### config.mk
export PLATFORM = sky130hd
export DESIGN_NAME = pptc_bank_top
export DESIGN_NICKNAME = d
export VERILOG_FILES = /design/src/shared/pptc_pkg.sv /design/src/rtl/pptc_classify.sv /design/src/rtl/pptc_egress_tag.sv /design/src/rtl/pptc_bank_top.sv
export VERILOG_INCLUDE_DIRS = /design/src /design/src/shared
export SDC_FILE = /design/constraint.sdc
export NUM_CORES = 1
export LEC_CHECK = 0
export ABC_CLOCK_PERIOD_IN_PS = 3900
export BUFFER_PORTS_ARGS = -buffer_cell sky130_fd_sc_hd__buf_4
export CORE_AREA = 3 3 93 95
export DETAILED_ROUTE_END_ITERATION = 8
export DIE_AREA = 0 0 96 98
export GPL_TIMING_DRIVEN = 0
export PLACE_DENSITY = 0.84
export SETUP_SLACK_MARGIN = 0.5
export SLEW_MARGIN = 30
export SYNTH_ARGS = -nofsm -noshare
export SYNTH_HDL_FRONTEND = slang
export SYNTH_HIERARCHICAL = 1
export SYNTH_SLANG_ARGS = --single-unit
### constraint.sdc
create_clock -name core_clk -period 3.9 [get_ports core_clk]
set_input_delay 0.195 -clock core_clk [delete_from_list [all_inputs] [get_ports core_clk]]
set_output_delay 0.195 -clock core_clk [all_outputs]
set_load 0.02 [all_outputs]
### src/shared/pptc_regs.svh
// Register offsets, field positions and reset values of the port control bank
// Assumes byte-wide registers reached through a simple byte access port
//
// Operation
// - Control bit 7 set enables broadcast storm limiting on that port's ingress.
// - Control bit 6 set enables DiffServ code point priority classification on ingress.
// - Control bit 5 set enables 802.1p user priority classification on ingress.
// - Without successful classification, bit 4 selects high, else low priority.
// - All methods may be on; OR of 802.1p and DiffServ overrides port priority.
// - Bit 3 set caps packet user priority at the port default tag priority.
// - Egress bit 2 set adds a tag to untagged packets, tagged ones untouched.
// - Added tag carries the ingress port's default VLAN identifier.
// - Three port control registers share one layout at different addresses.
// - Three byte-wide read-write scratch registers without function, reset to zero.
// - Reserved byte at 0x0C has no function and reads zero.
`ifndef PPTC_REGS_SVH
`define PPTC_REGS_SVH

`define PPTC_OFS_RSVD      8'h0C
`define PPTC_OFS_SCRATCH1  8'h0D
`define PPTC_OFS_SCRATCH2  8'h0E
`define PPTC_OFS_SCRATCH3  8'h0F
`define PPTC_OFS_PORT1     8'h10
`define PPTC_OFS_PORT2     8'h20
`define PPTC_OFS_PORT3     8'h30

`define PPTC_BIT_STORM     7
`define PPTC_BIT_DSCP      6
`define PPTC_BIT_TAGPRI    5
`define PPTC_BIT_PORTPRI   4
`define PPTC_BIT_CEILING   3
`define PPTC_BIT_TAGADD    2

`define PPTC_RST_SCRATCH   8'h00
`define PPTC_RST_RSVD      8'h00
`define PPTC_RST_CTRL      8'h00

`endif

### src/shared/pptc_pkg.sv
// Types shared by the port control bank and its datapath helpers
// Assumes nothing of its surroundings
package pptc_pkg;
	typedef logic [7:0]  pptc_byte_t;
	typedef logic [1:0]  pptc_port_t;
	typedef logic [2:0]  pptc_prio_t;
	typedef logic [11:0] pptc_vid_t;
endpackage

### src/rtl/pptc_classify.sv
// Ingress priority classification for one packet at a time
// Assumes the control byte of the ingress port is presented with the request
`timescale 1ns/1ps
`default_nettype none
`include "pptc_regs.svh"
module pptc_classify
	import pptc_pkg::*;
#(
	parameter pptc_prio_t HIGH_MIN = 3'h4
) (
	// Clock and reset
	input  wire logic       core_clk,
	input  wire logic       rst_n,
	// Port settings
	input  wire pptc_byte_t ctrl,
	input  wire pptc_prio_t dflt_prio,
	// Packet request
	input  wire logic       ing_req,
	input  wire logic       ing_tagged,
	input  wire pptc_prio_t ing_user_prio,
	input  wire logic       ing_ip,
	input  wire logic       ing_dscp_high,
	// Result
	output logic            ing_done,
	output logic            ing_high_prio,
	output pptc_prio_t      ing_prio_out,
	output logic            ing_storm_limit
);
	logic       done_reg, done_next;
	logic       high_reg, high_next;
	logic       storm_reg, storm_next;
	pptc_prio_t prio_reg, prio_next;
	logic       tag_ok, ds_ok;

	always_comb begin
		tag_ok = ctrl[`PPTC_BIT_TAGPRI] && ing_tagged;
		ds_ok = ctrl[`PPTC_BIT_DSCP] && ing_ip;
		prio_next = ing_user_prio;
		if (ctrl[`PPTC_BIT_CEILING] && ing_user_prio > dflt_prio) begin
			prio_next = dflt_prio;
		end
		if (tag_ok || ds_ok) begin
			high_next = (tag_ok && prio_next >= HIGH_MIN) || (ds_ok && ing_dscp_high);
		end else begin
			high_next = ctrl[`PPTC_BIT_PORTPRI];
		end
		storm_next = ctrl[`PPTC_BIT_STORM];
		done_next = ing_req;
		if (!ing_req) begin
			high_next = high_reg;
			prio_next = prio_reg;
			storm_next = storm_reg;
		end
	end

	always_ff @(posedge core_clk) begin
		if (!rst_n) begin
			done_reg <= 1'b0;
			high_reg <= 1'b0;
			prio_reg <= 3'h0;
			storm_reg <= 1'b0;
		end else begin
			done_reg <= done_next;
			high_reg <= high_next;
			prio_reg <= prio_next;
			storm_reg <= storm_next;
		end
	end

	assign ing_done = done_reg;
	assign ing_high_prio = high_reg;
	assign ing_prio_out = prio_reg;
	assign ing_storm_limit = storm_reg;
endmodule
`default_nettype wire

### src/rtl/pptc_egress_tag.sv
// Egress tag insertion decision for one outgoing packet
// Assumes the egress port control byte and ingress port default VID are given
`timescale 1ns/1ps
`default_nettype none
`include "pptc_regs.svh"
module pptc_egress_tag
	import pptc_pkg::*;
(
	// Clock and reset
	input  wire logic       core_clk,
	input  wire logic       rst_n,
	// Settings
	input  wire pptc_byte_t ctrl,
	input  wire pptc_vid_t  src_vid,
	// Packet request
	input  wire logic       eg_req,
	input  wire logic       eg_tagged,
	// Result
	output logic            eg_done,
	output logic            eg_add_tag,
	output pptc_vid_t       eg_vid
);
	logic      done_reg, done_next;
	logic      add_reg, add_next;
	pptc_vid_t vid_reg, vid_next;

	always_comb begin
		done_next = eg_req;
		add_next = add_reg;
		vid_next = vid_reg;
		if (eg_req) begin
			add_next = ctrl[`PPTC_BIT_TAGADD] && !eg_tagged;
			vid_next = src_vid;
		end
	end

	always_ff @(posedge core_clk) begin
		if (!rst_n) begin
			done_reg <= 1'b0;
			add_reg <= 1'b0;
			vid_reg <= 12'h000;
		end else begin
			done_reg <= done_next;
			add_reg <= add_next;
			vid_reg <= vid_next;
		end
	end

	assign eg_done = done_reg;
	assign eg_add_tag = add_reg;
	assign eg_vid = vid_reg;
endmodule
`default_nettype wire

### src/rtl/pptc_bank_top.sv
// Port control register bank with ingress classification and egress tagging
// Assumes a synchronous byte access port and straps stable around reset
`timescale 1ns/1ps
`default_nettype none
`include "pptc_regs.svh"
module pptc_bank_top
	import pptc_pkg::*;
#(
	parameter pptc_prio_t HIGH_MIN = 3'h4
) (
	// Clock and reset
	input  wire logic                 core_clk,
	input  wire logic                 rst_n,
	// Register access
	input  wire pptc_byte_t           reg_addr,
	input  wire logic                 reg_wr,
	input  wire pptc_byte_t           reg_wdata,
	input  wire logic                 reg_rd,
	output pptc_byte_t                reg_rdata,
	// Strap pins
	input  wire logic                 port1_tag_priority_strap,
	input  wire logic                 port2_tag_priority_strap,
	input  wire logic                 port3_tag_priority_strap,
	input  wire logic                 port1_port_priority_strap,
	input  wire logic                 port2_port_priority_strap,
	input  wire logic                 port3_port_priority_strap,
	input  wire logic                 port1_tag_add_strap,
	input  wire logic                 port2_tag_add_strap,
	input  wire logic                 port3_tag_add_strap,
	// Port default tags
	input  wire logic [2:0][2:0]      dflt_prio,
	input  wire logic [2:0][11:0]     dflt_vid,
	// Ingress request
	input  wire logic                 ing_req,
	input  wire pptc_port_t           ing_port,
	input  wire logic                 ing_tagged,
	input  wire pptc_prio_t           ing_user_prio,
	input  wire logic                 ing_ip,
	input  wire logic                 ing_dscp_high,
	// Ingress result
	output logic                      ing_done,
	output logic                      ing_high_prio,
	output pptc_prio_t                ing_prio_out,
	output logic                      ing_storm_limit,
	// Egress request
	input  wire logic                 eg_req,
	input  wire pptc_port_t           eg_port,
	input  wire pptc_port_t           eg_src_port,
	input  wire logic                 eg_tagged,
	// Egress result
	output logic                      eg_done,
	output logic                      eg_add_tag,
	output pptc_vid_t                 eg_vid
);

	////////////////////////////////////////////////////////////////////////////
	// Parameter check

	if (HIGH_MIN == 3'h0) begin : g_bad_high_min
		$error("HIGH_MIN of zero makes every tagged packet high");
	end

	////////////////////////////////////////////////////////////////////////////
	// Helpers

	function automatic logic [1:0] port_of_addr(input pptc_byte_t a);
		unique case (a)
			`PPTC_OFS_PORT1: port_of_addr = 2'd0;
			`PPTC_OFS_PORT2: port_of_addr = 2'd1;
			`PPTC_OFS_PORT3: port_of_addr = 2'd2;
			default:         port_of_addr = 2'd3;
		endcase
	endfunction

	function automatic logic [1:0] scratch_of_addr(input pptc_byte_t a);
		unique case (a)
			`PPTC_OFS_SCRATCH1: scratch_of_addr = 2'd0;
			`PPTC_OFS_SCRATCH2: scratch_of_addr = 2'd1;
			`PPTC_OFS_SCRATCH3: scratch_of_addr = 2'd2;
			default:            scratch_of_addr = 2'd3;
		endcase
	endfunction

	////////////////////////////////////////////////////////////////////////////
	// Strap synchronisers

	logic [2:0] tp_s1, tp_s2;
	logic [2:0] pp_s1, pp_s2;
	logic [2:0] ta_s1, ta_s2;

	always_ff @(posedge core_clk) begin
		tp_s1 <= {port3_tag_priority_strap, port2_tag_priority_strap, port1_tag_priority_strap};
		pp_s1 <= {port3_port_priority_strap, port2_port_priority_strap, port1_port_priority_strap};
		ta_s1 <= {port3_tag_add_strap, port2_tag_add_strap, port1_tag_add_strap};
		tp_s2 <= tp_s1;
		pp_s2 <= pp_s1;
		ta_s2 <= ta_s1;
	end

	////////////////////////////////////////////////////////////////////////////
	// Register file

	pptc_byte_t scratch_reg [3];
	pptc_byte_t scratch_next [3];
	pptc_byte_t ctrl_reg [3];
	pptc_byte_t ctrl_next [3];
	pptc_byte_t rdata_reg, rdata_next;
	logic [1:0] wr_port, wr_scr, rd_port, rd_scr;

	always_comb begin
		wr_port = port_of_addr(reg_addr);
		wr_scr = scratch_of_addr(reg_addr);
		rd_port = wr_port;
		rd_scr = wr_scr;
		for (int i = 0; i < 3; i++) begin
			scratch_next[i] = scratch_reg[i];
			ctrl_next[i] = ctrl_reg[i];
			if (reg_wr && wr_scr == 2'(i)) begin
				scratch_next[i] = reg_wdata;
			end
			if (reg_wr && wr_port == 2'(i)) begin
				ctrl_next[i] = reg_wdata;
			end
		end
		rdata_next = rdata_reg;
		if (reg_rd) begin
			if (rd_scr != 2'd3) begin
				rdata_next = scratch_reg[rd_scr];
			end else if (rd_port != 2'd3) begin
				rdata_next = ctrl_reg[rd_port];
			end else begin
				rdata_next = `PPTC_RST_RSVD;
			end
		end
	end

	always_ff @(posedge core_clk) begin
		if (!rst_n) begin
			for (int i = 0; i < 3; i++) begin
				scratch_reg[i] <= `PPTC_RST_SCRATCH;
				ctrl_reg[i] <= `PPTC_RST_CTRL;
				ctrl_reg[i][`PPTC_BIT_TAGPRI] <= tp_s2[i];
				ctrl_reg[i][`PPTC_BIT_PORTPRI] <= pp_s2[i];
				ctrl_reg[i][`PPTC_BIT_TAGADD] <= ta_s2[i];
			end
			rdata_reg <= 8'h00;
		end else begin
			for (int i = 0; i < 3; i++) begin
				scratch_reg[i] <= scratch_next[i];
				ctrl_reg[i] <= ctrl_next[i];
			end
			rdata_reg <= rdata_next;
		end
	end

	assign reg_rdata = rdata_reg;

	////////////////////////////////////////////////////////////////////////////
	// Per-port selection

	pptc_byte_t ing_ctrl, eg_ctrl;
	pptc_prio_t ing_dflt;
	pptc_vid_t  src_vid;

	always_comb begin
		ing_ctrl = 8'h00;
		ing_dflt = 3'h0;
		eg_ctrl = 8'h00;
		src_vid = 12'h000;
		if (ing_port != 2'd3) begin
			ing_ctrl = ctrl_reg[ing_port];
			ing_dflt = dflt_prio[ing_port];
		end
		if (eg_port != 2'd3) begin
			eg_ctrl = ctrl_reg[eg_port];
		end
		if (eg_src_port != 2'd3) begin
			src_vid = dflt_vid[eg_src_port];
		end
	end

	////////////////////////////////////////////////////////////////////////////
	// Datapath helpers

	pptc_classify #(
		.HIGH_MIN (HIGH_MIN)
	) u_classify (
		.core_clk        (core_clk),
		.rst_n           (rst_n),
		.ctrl            (ing_ctrl),
		.dflt_prio       (ing_dflt),
		.ing_req         (ing_req),
		.ing_tagged      (ing_tagged),
		.ing_user_prio   (ing_user_prio),
		.ing_ip          (ing_ip),
		.ing_dscp_high   (ing_dscp_high),
		.ing_done        (ing_done),
		.ing_high_prio   (ing_high_prio),
		.ing_prio_out    (ing_prio_out),
		.ing_storm_limit (ing_storm_limit)
	);

	pptc_egress_tag u_egress (
		.core_clk   (core_clk),
		.rst_n      (rst_n),
		.ctrl       (eg_ctrl),
		.src_vid    (src_vid),
		.eg_req     (eg_req),
		.eg_tagged  (eg_tagged),
		.eg_done    (eg_done),
		.eg_add_tag (eg_add_tag),
		.eg_vid     (eg_vid)
	);
endmodule
`default_nettype wire

## Word level (Yosys, flattened, before mapping)

Memories as Yosys holds them, arrays and structs flattened.
Cells that the tools add are included.

- Equal/unequal tests: 21
- Reduce and logical (&&, ||, !) cells: 23
- Magnitude comparators: 4
- Multiplexer cells: 52
- Bitwise logic cells: 30

Operator list:

| operator | count |
|---|---|
| two-way mux 8 bit | 12 |
| bitwise OR 1 bit | 30 |
| binary-select mux 12 bit (select 2 bit) | 1 |
| == test 8 x 4 -> 1 bit (second input constant) | 3 |
| two-way mux 1 bit | 24 |
| two-way mux 12 bit | 2 |
| == test 8 x 6 -> 1 bit (second input constant) | 2 |
| logical AND 1 bit | 12 |
| two-way mux 2 bit | 6 |
| two-way mux 3 bit | 4 |
| case mux 2 bit (3 select lines) | 2 |
| AND reduction 2 bit | 6 |
| inequality test 2 bit (second input constant) | 5 |
| == test 8 x 5 -> 1 bit (second input constant) | 1 |
| binary-select mux 3 bit (select 2 bit) | 1 |
| less-than comparator 2 x 3 -> 1 bit (second input constant) | 2 |
| inequality test 1 bit (second input constant) | 6 |
| == test 2 x 1 -> 1 bit (second input constant) | 2 |
| == test 2 bit (second input constant) | 2 |
| logical NOT 2 bit | 2 |
| >= comparator 3 bit (second input constant) | 1 |
| greater-than comparator 3 bit | 1 |
| logical OR 1 bit | 2 |
| logical NOT 1 bit | 1 |

- Bits in registers: 46
- Output and inout port bits: 28
- Word-level logic and storage cells: 146
- Input bits: 89
- RAM bits: 48
- Memories kept: 2

Memory list:

| memory | depth | width | read ports | clocked after memory_dff | write ports | line | source |
|---|---|---|---|---|---|---|---|
| ctrl_reg | 3 | 8 | 3 | 0 | 3 | pptc_bank_top.sv:105 | `pptc_byte_t ctrl_reg [3];` |
| scratch_reg | 3 | 8 | 1 | 0 | 3 | pptc_bank_top.sv:103 | `pptc_byte_t scratch_reg [3];` |

## Depth between registers and ports, before layout

- Word-level depth: 10
- Gate-level depth with buffers: 10
- Depth with buffers taken out: 9

## Cells and area by module

The synthesis kept the hierarchy.

Modules (own cells, without submodules):

| module | instances | cells an instance | area each (µm²) | sequential area each (µm²) |
|---|---|---|---|---|
| pptc_bank_top | 1 | 328 | 3578.4 | 1961.9 |
| pptc_egress_tag | 1 | 45 | 538.0 | 280.3 |
| pptc_classify | 1 | 40 | 367.9 | 120.1 |

## Worst setup path after synthesis

OpenSTA, ideal clock, no wires.

- Path type: input to register
- Start: input port reg_addr[0]
- End: memory ctrl_reg[0][0] in the netlist's numbering (enable)
- Cell stages on the path: 4
- Arrival: 1.940 ns
- Library setup time: 0.387 ns
- Slack: 1.573 ns
- Path buffers: 1
- Data required time: 3.513 ns
- Cells stage by stage: or4_1 or3_1 buf_2 o31ai_1

RTL lines:

| what | line | source |
|---|---|---|
| from (decl) | pptc_bank_top.sv:15 | `input wire pptc_byte_t reg_addr,` |
| to (decl) | pptc_bank_top.sv:105 |  |

==> impl_results.md <==
* H-tree depth at 3
* GP Congestion at 0.849
* Register Area at 2360 um^2
* Status: finished, final reports clean
* Remaining antenna violation count at 0
* I/O pins at 117
* R2R Path Start: ctrl_reg[2][3]
* DP HPWL at 7.72 mm
* Number of gates resized after CTS at 0
* Pin count of the biggest net entering global routing at 20
* Pwr/cell area at 365 nW/um^2
* Cell Area, Synth at 4300 um^2
* Core Area at 7810 um^2
* Multi-input gate area at 1780 um^2
* Most frequent cells in the layout: 114 x buf_4, 48 x edfxtp_1, 46 x dfxtp_1
* DRC Markers at 0
* CP Max Fanout at 10
* Via count at 3,459
* Buffers added on ports at 114
* Design Power at 2.03 mW
* Final min period at 2.16 ns
* Global-route wire length before repair at 15.7 mm
* Setup bufs post-CTS at 0
* Vias in the first global route at 3,344
* WP data required at 3.90 ns
* Post-Syn Instances at 383
* Clock skew at 0.00759 ns
* CP endpoint kind: flip-flop
* Final hold vios at 0
* Fill cell count at 554
* Maximum capacitance violations at 0
* Final worst path period share at 0.554
* Non-filler instance count after layout at 624
* Antenna violations before repair at 0
* Ys Warns at 6
* Least-Margin Pin Slew at 0.844 ns
* Diodes inserted at 0
* Fin Setup TNS at 0 ns
* Static leakage at 2.29 nW
* Final Max Tran Viols at 0
* CTS sink cnt at 94
* Clk root buf: clkbuf_8
* Crit path DAT at 2.16 ns
* Total GRT Usage at 0.220
* Initial core utilization at 0.550
* Dpl cells at 599
* Hold Path Class: input port to flip-flop
* Hold_buf cts at 9
* Final setup viols at 0
* Final #Nets at 609
* First drt pass iteration count at 5
* Critical Path Start: reg_addr[0]
* Grt ovf at 0
* Final Cell Area at 5560 um^2
* DR iter-0 viols at 278
* DR WL/cell at 16.7 um
* Skew-Pair Late Insertion Delay at 0.37 ns
* CTS tree: built
* Proportion of layout cells with a drive suffix above 1 at 0.297
* Hold Crit Start: eg_tagged
* Crit path kind: input port to flip-flop
* Synth Area per Inst at 11.2 um^2
* RSZ-0062 raised after global routing: false
* Chip height at 98 um
* Mapped Nets at 475
* Maximum clock rate at 0.463 GHz
* Bufs on Longest Clock Path at 2
* Routed vias/inst at 5.54
* Clock transition at path regs at 0.09 ns
* VDD IR max at 0.000279 V
* Area Overhead vs Synth at 29.4%
* Startpoint types: input port
* DIE AREA at 9410 um^2
* Routed WL at 10.4 mm
* Chip width at 96 um
* Max-slew headroom at 0.434
* Std-Cell Rows at 32
* Commonest non-fill, non-tap cell in the layout: buf_4
* Post-DP Area at 5290 um^2
* Clock buffer count from CTS at 9
final timing paths:
kind / endpoint / cells after the start / slack, ns
min: u_egress/eg_add_tag / 3 / 0.08
max: ctrl_reg[0][0] / 5 / 1.74
max reg2reg: u_classify/ing_prio_out[0] / 5 / 2.49
min reg2reg: ta_s2[0] / 0 / 0.33
worst max-delay path, cell delays in order:
cell     delay [ns]
buf_4          0.13
or4_1          0.57
or3_1          0.32
buf_2          0.20
o31ai_2        0.74
stage by stage:
stage | hold slack, ns | setup slack (ns) | util
after floorplan | 0.223 | 1.57 | -
after global placement | 0.300 | 1.03 | 0.676
after detailed placement | 0.301 | 1.39 | 0.677
after CTS | 0.0729 | 1.78 | 0.712
after global routing | 0.0819 | 1.67 | 0.712
final | 0.0788 | 1.74 | 0.712
cell type report:
class                           instances  area share
Buffer                                 23      0.0200
Clock buffer                            9      0.0223
Clock inverter                          7      0.0110
Inverter                               13     0.00878
Multi-Input combinational cell        253       0.320
Sequential cell                        94       0.425
Tap cell                              102      0.0230
Timing Repair Buffer                  123       0.170
power by group:
group          switching (mW)  internal, mW
combinational           0.154         0.156
clock                   0.366         0.245
sequential             0.0205          1.09
metal layers:
metal / GRT usage / up-vias / part of all wire
met5: 0 / - / 0
met1: 0.241 / 1595 / 0.37
li1: - / 1674 / -
met4: 0.0821 / 0 / 0.021
met3: 0.0639 / 24 / 0.098
met2: 0.392 / 166 / 0.51
Note: power is estimated with default switching activity, not from simulation.
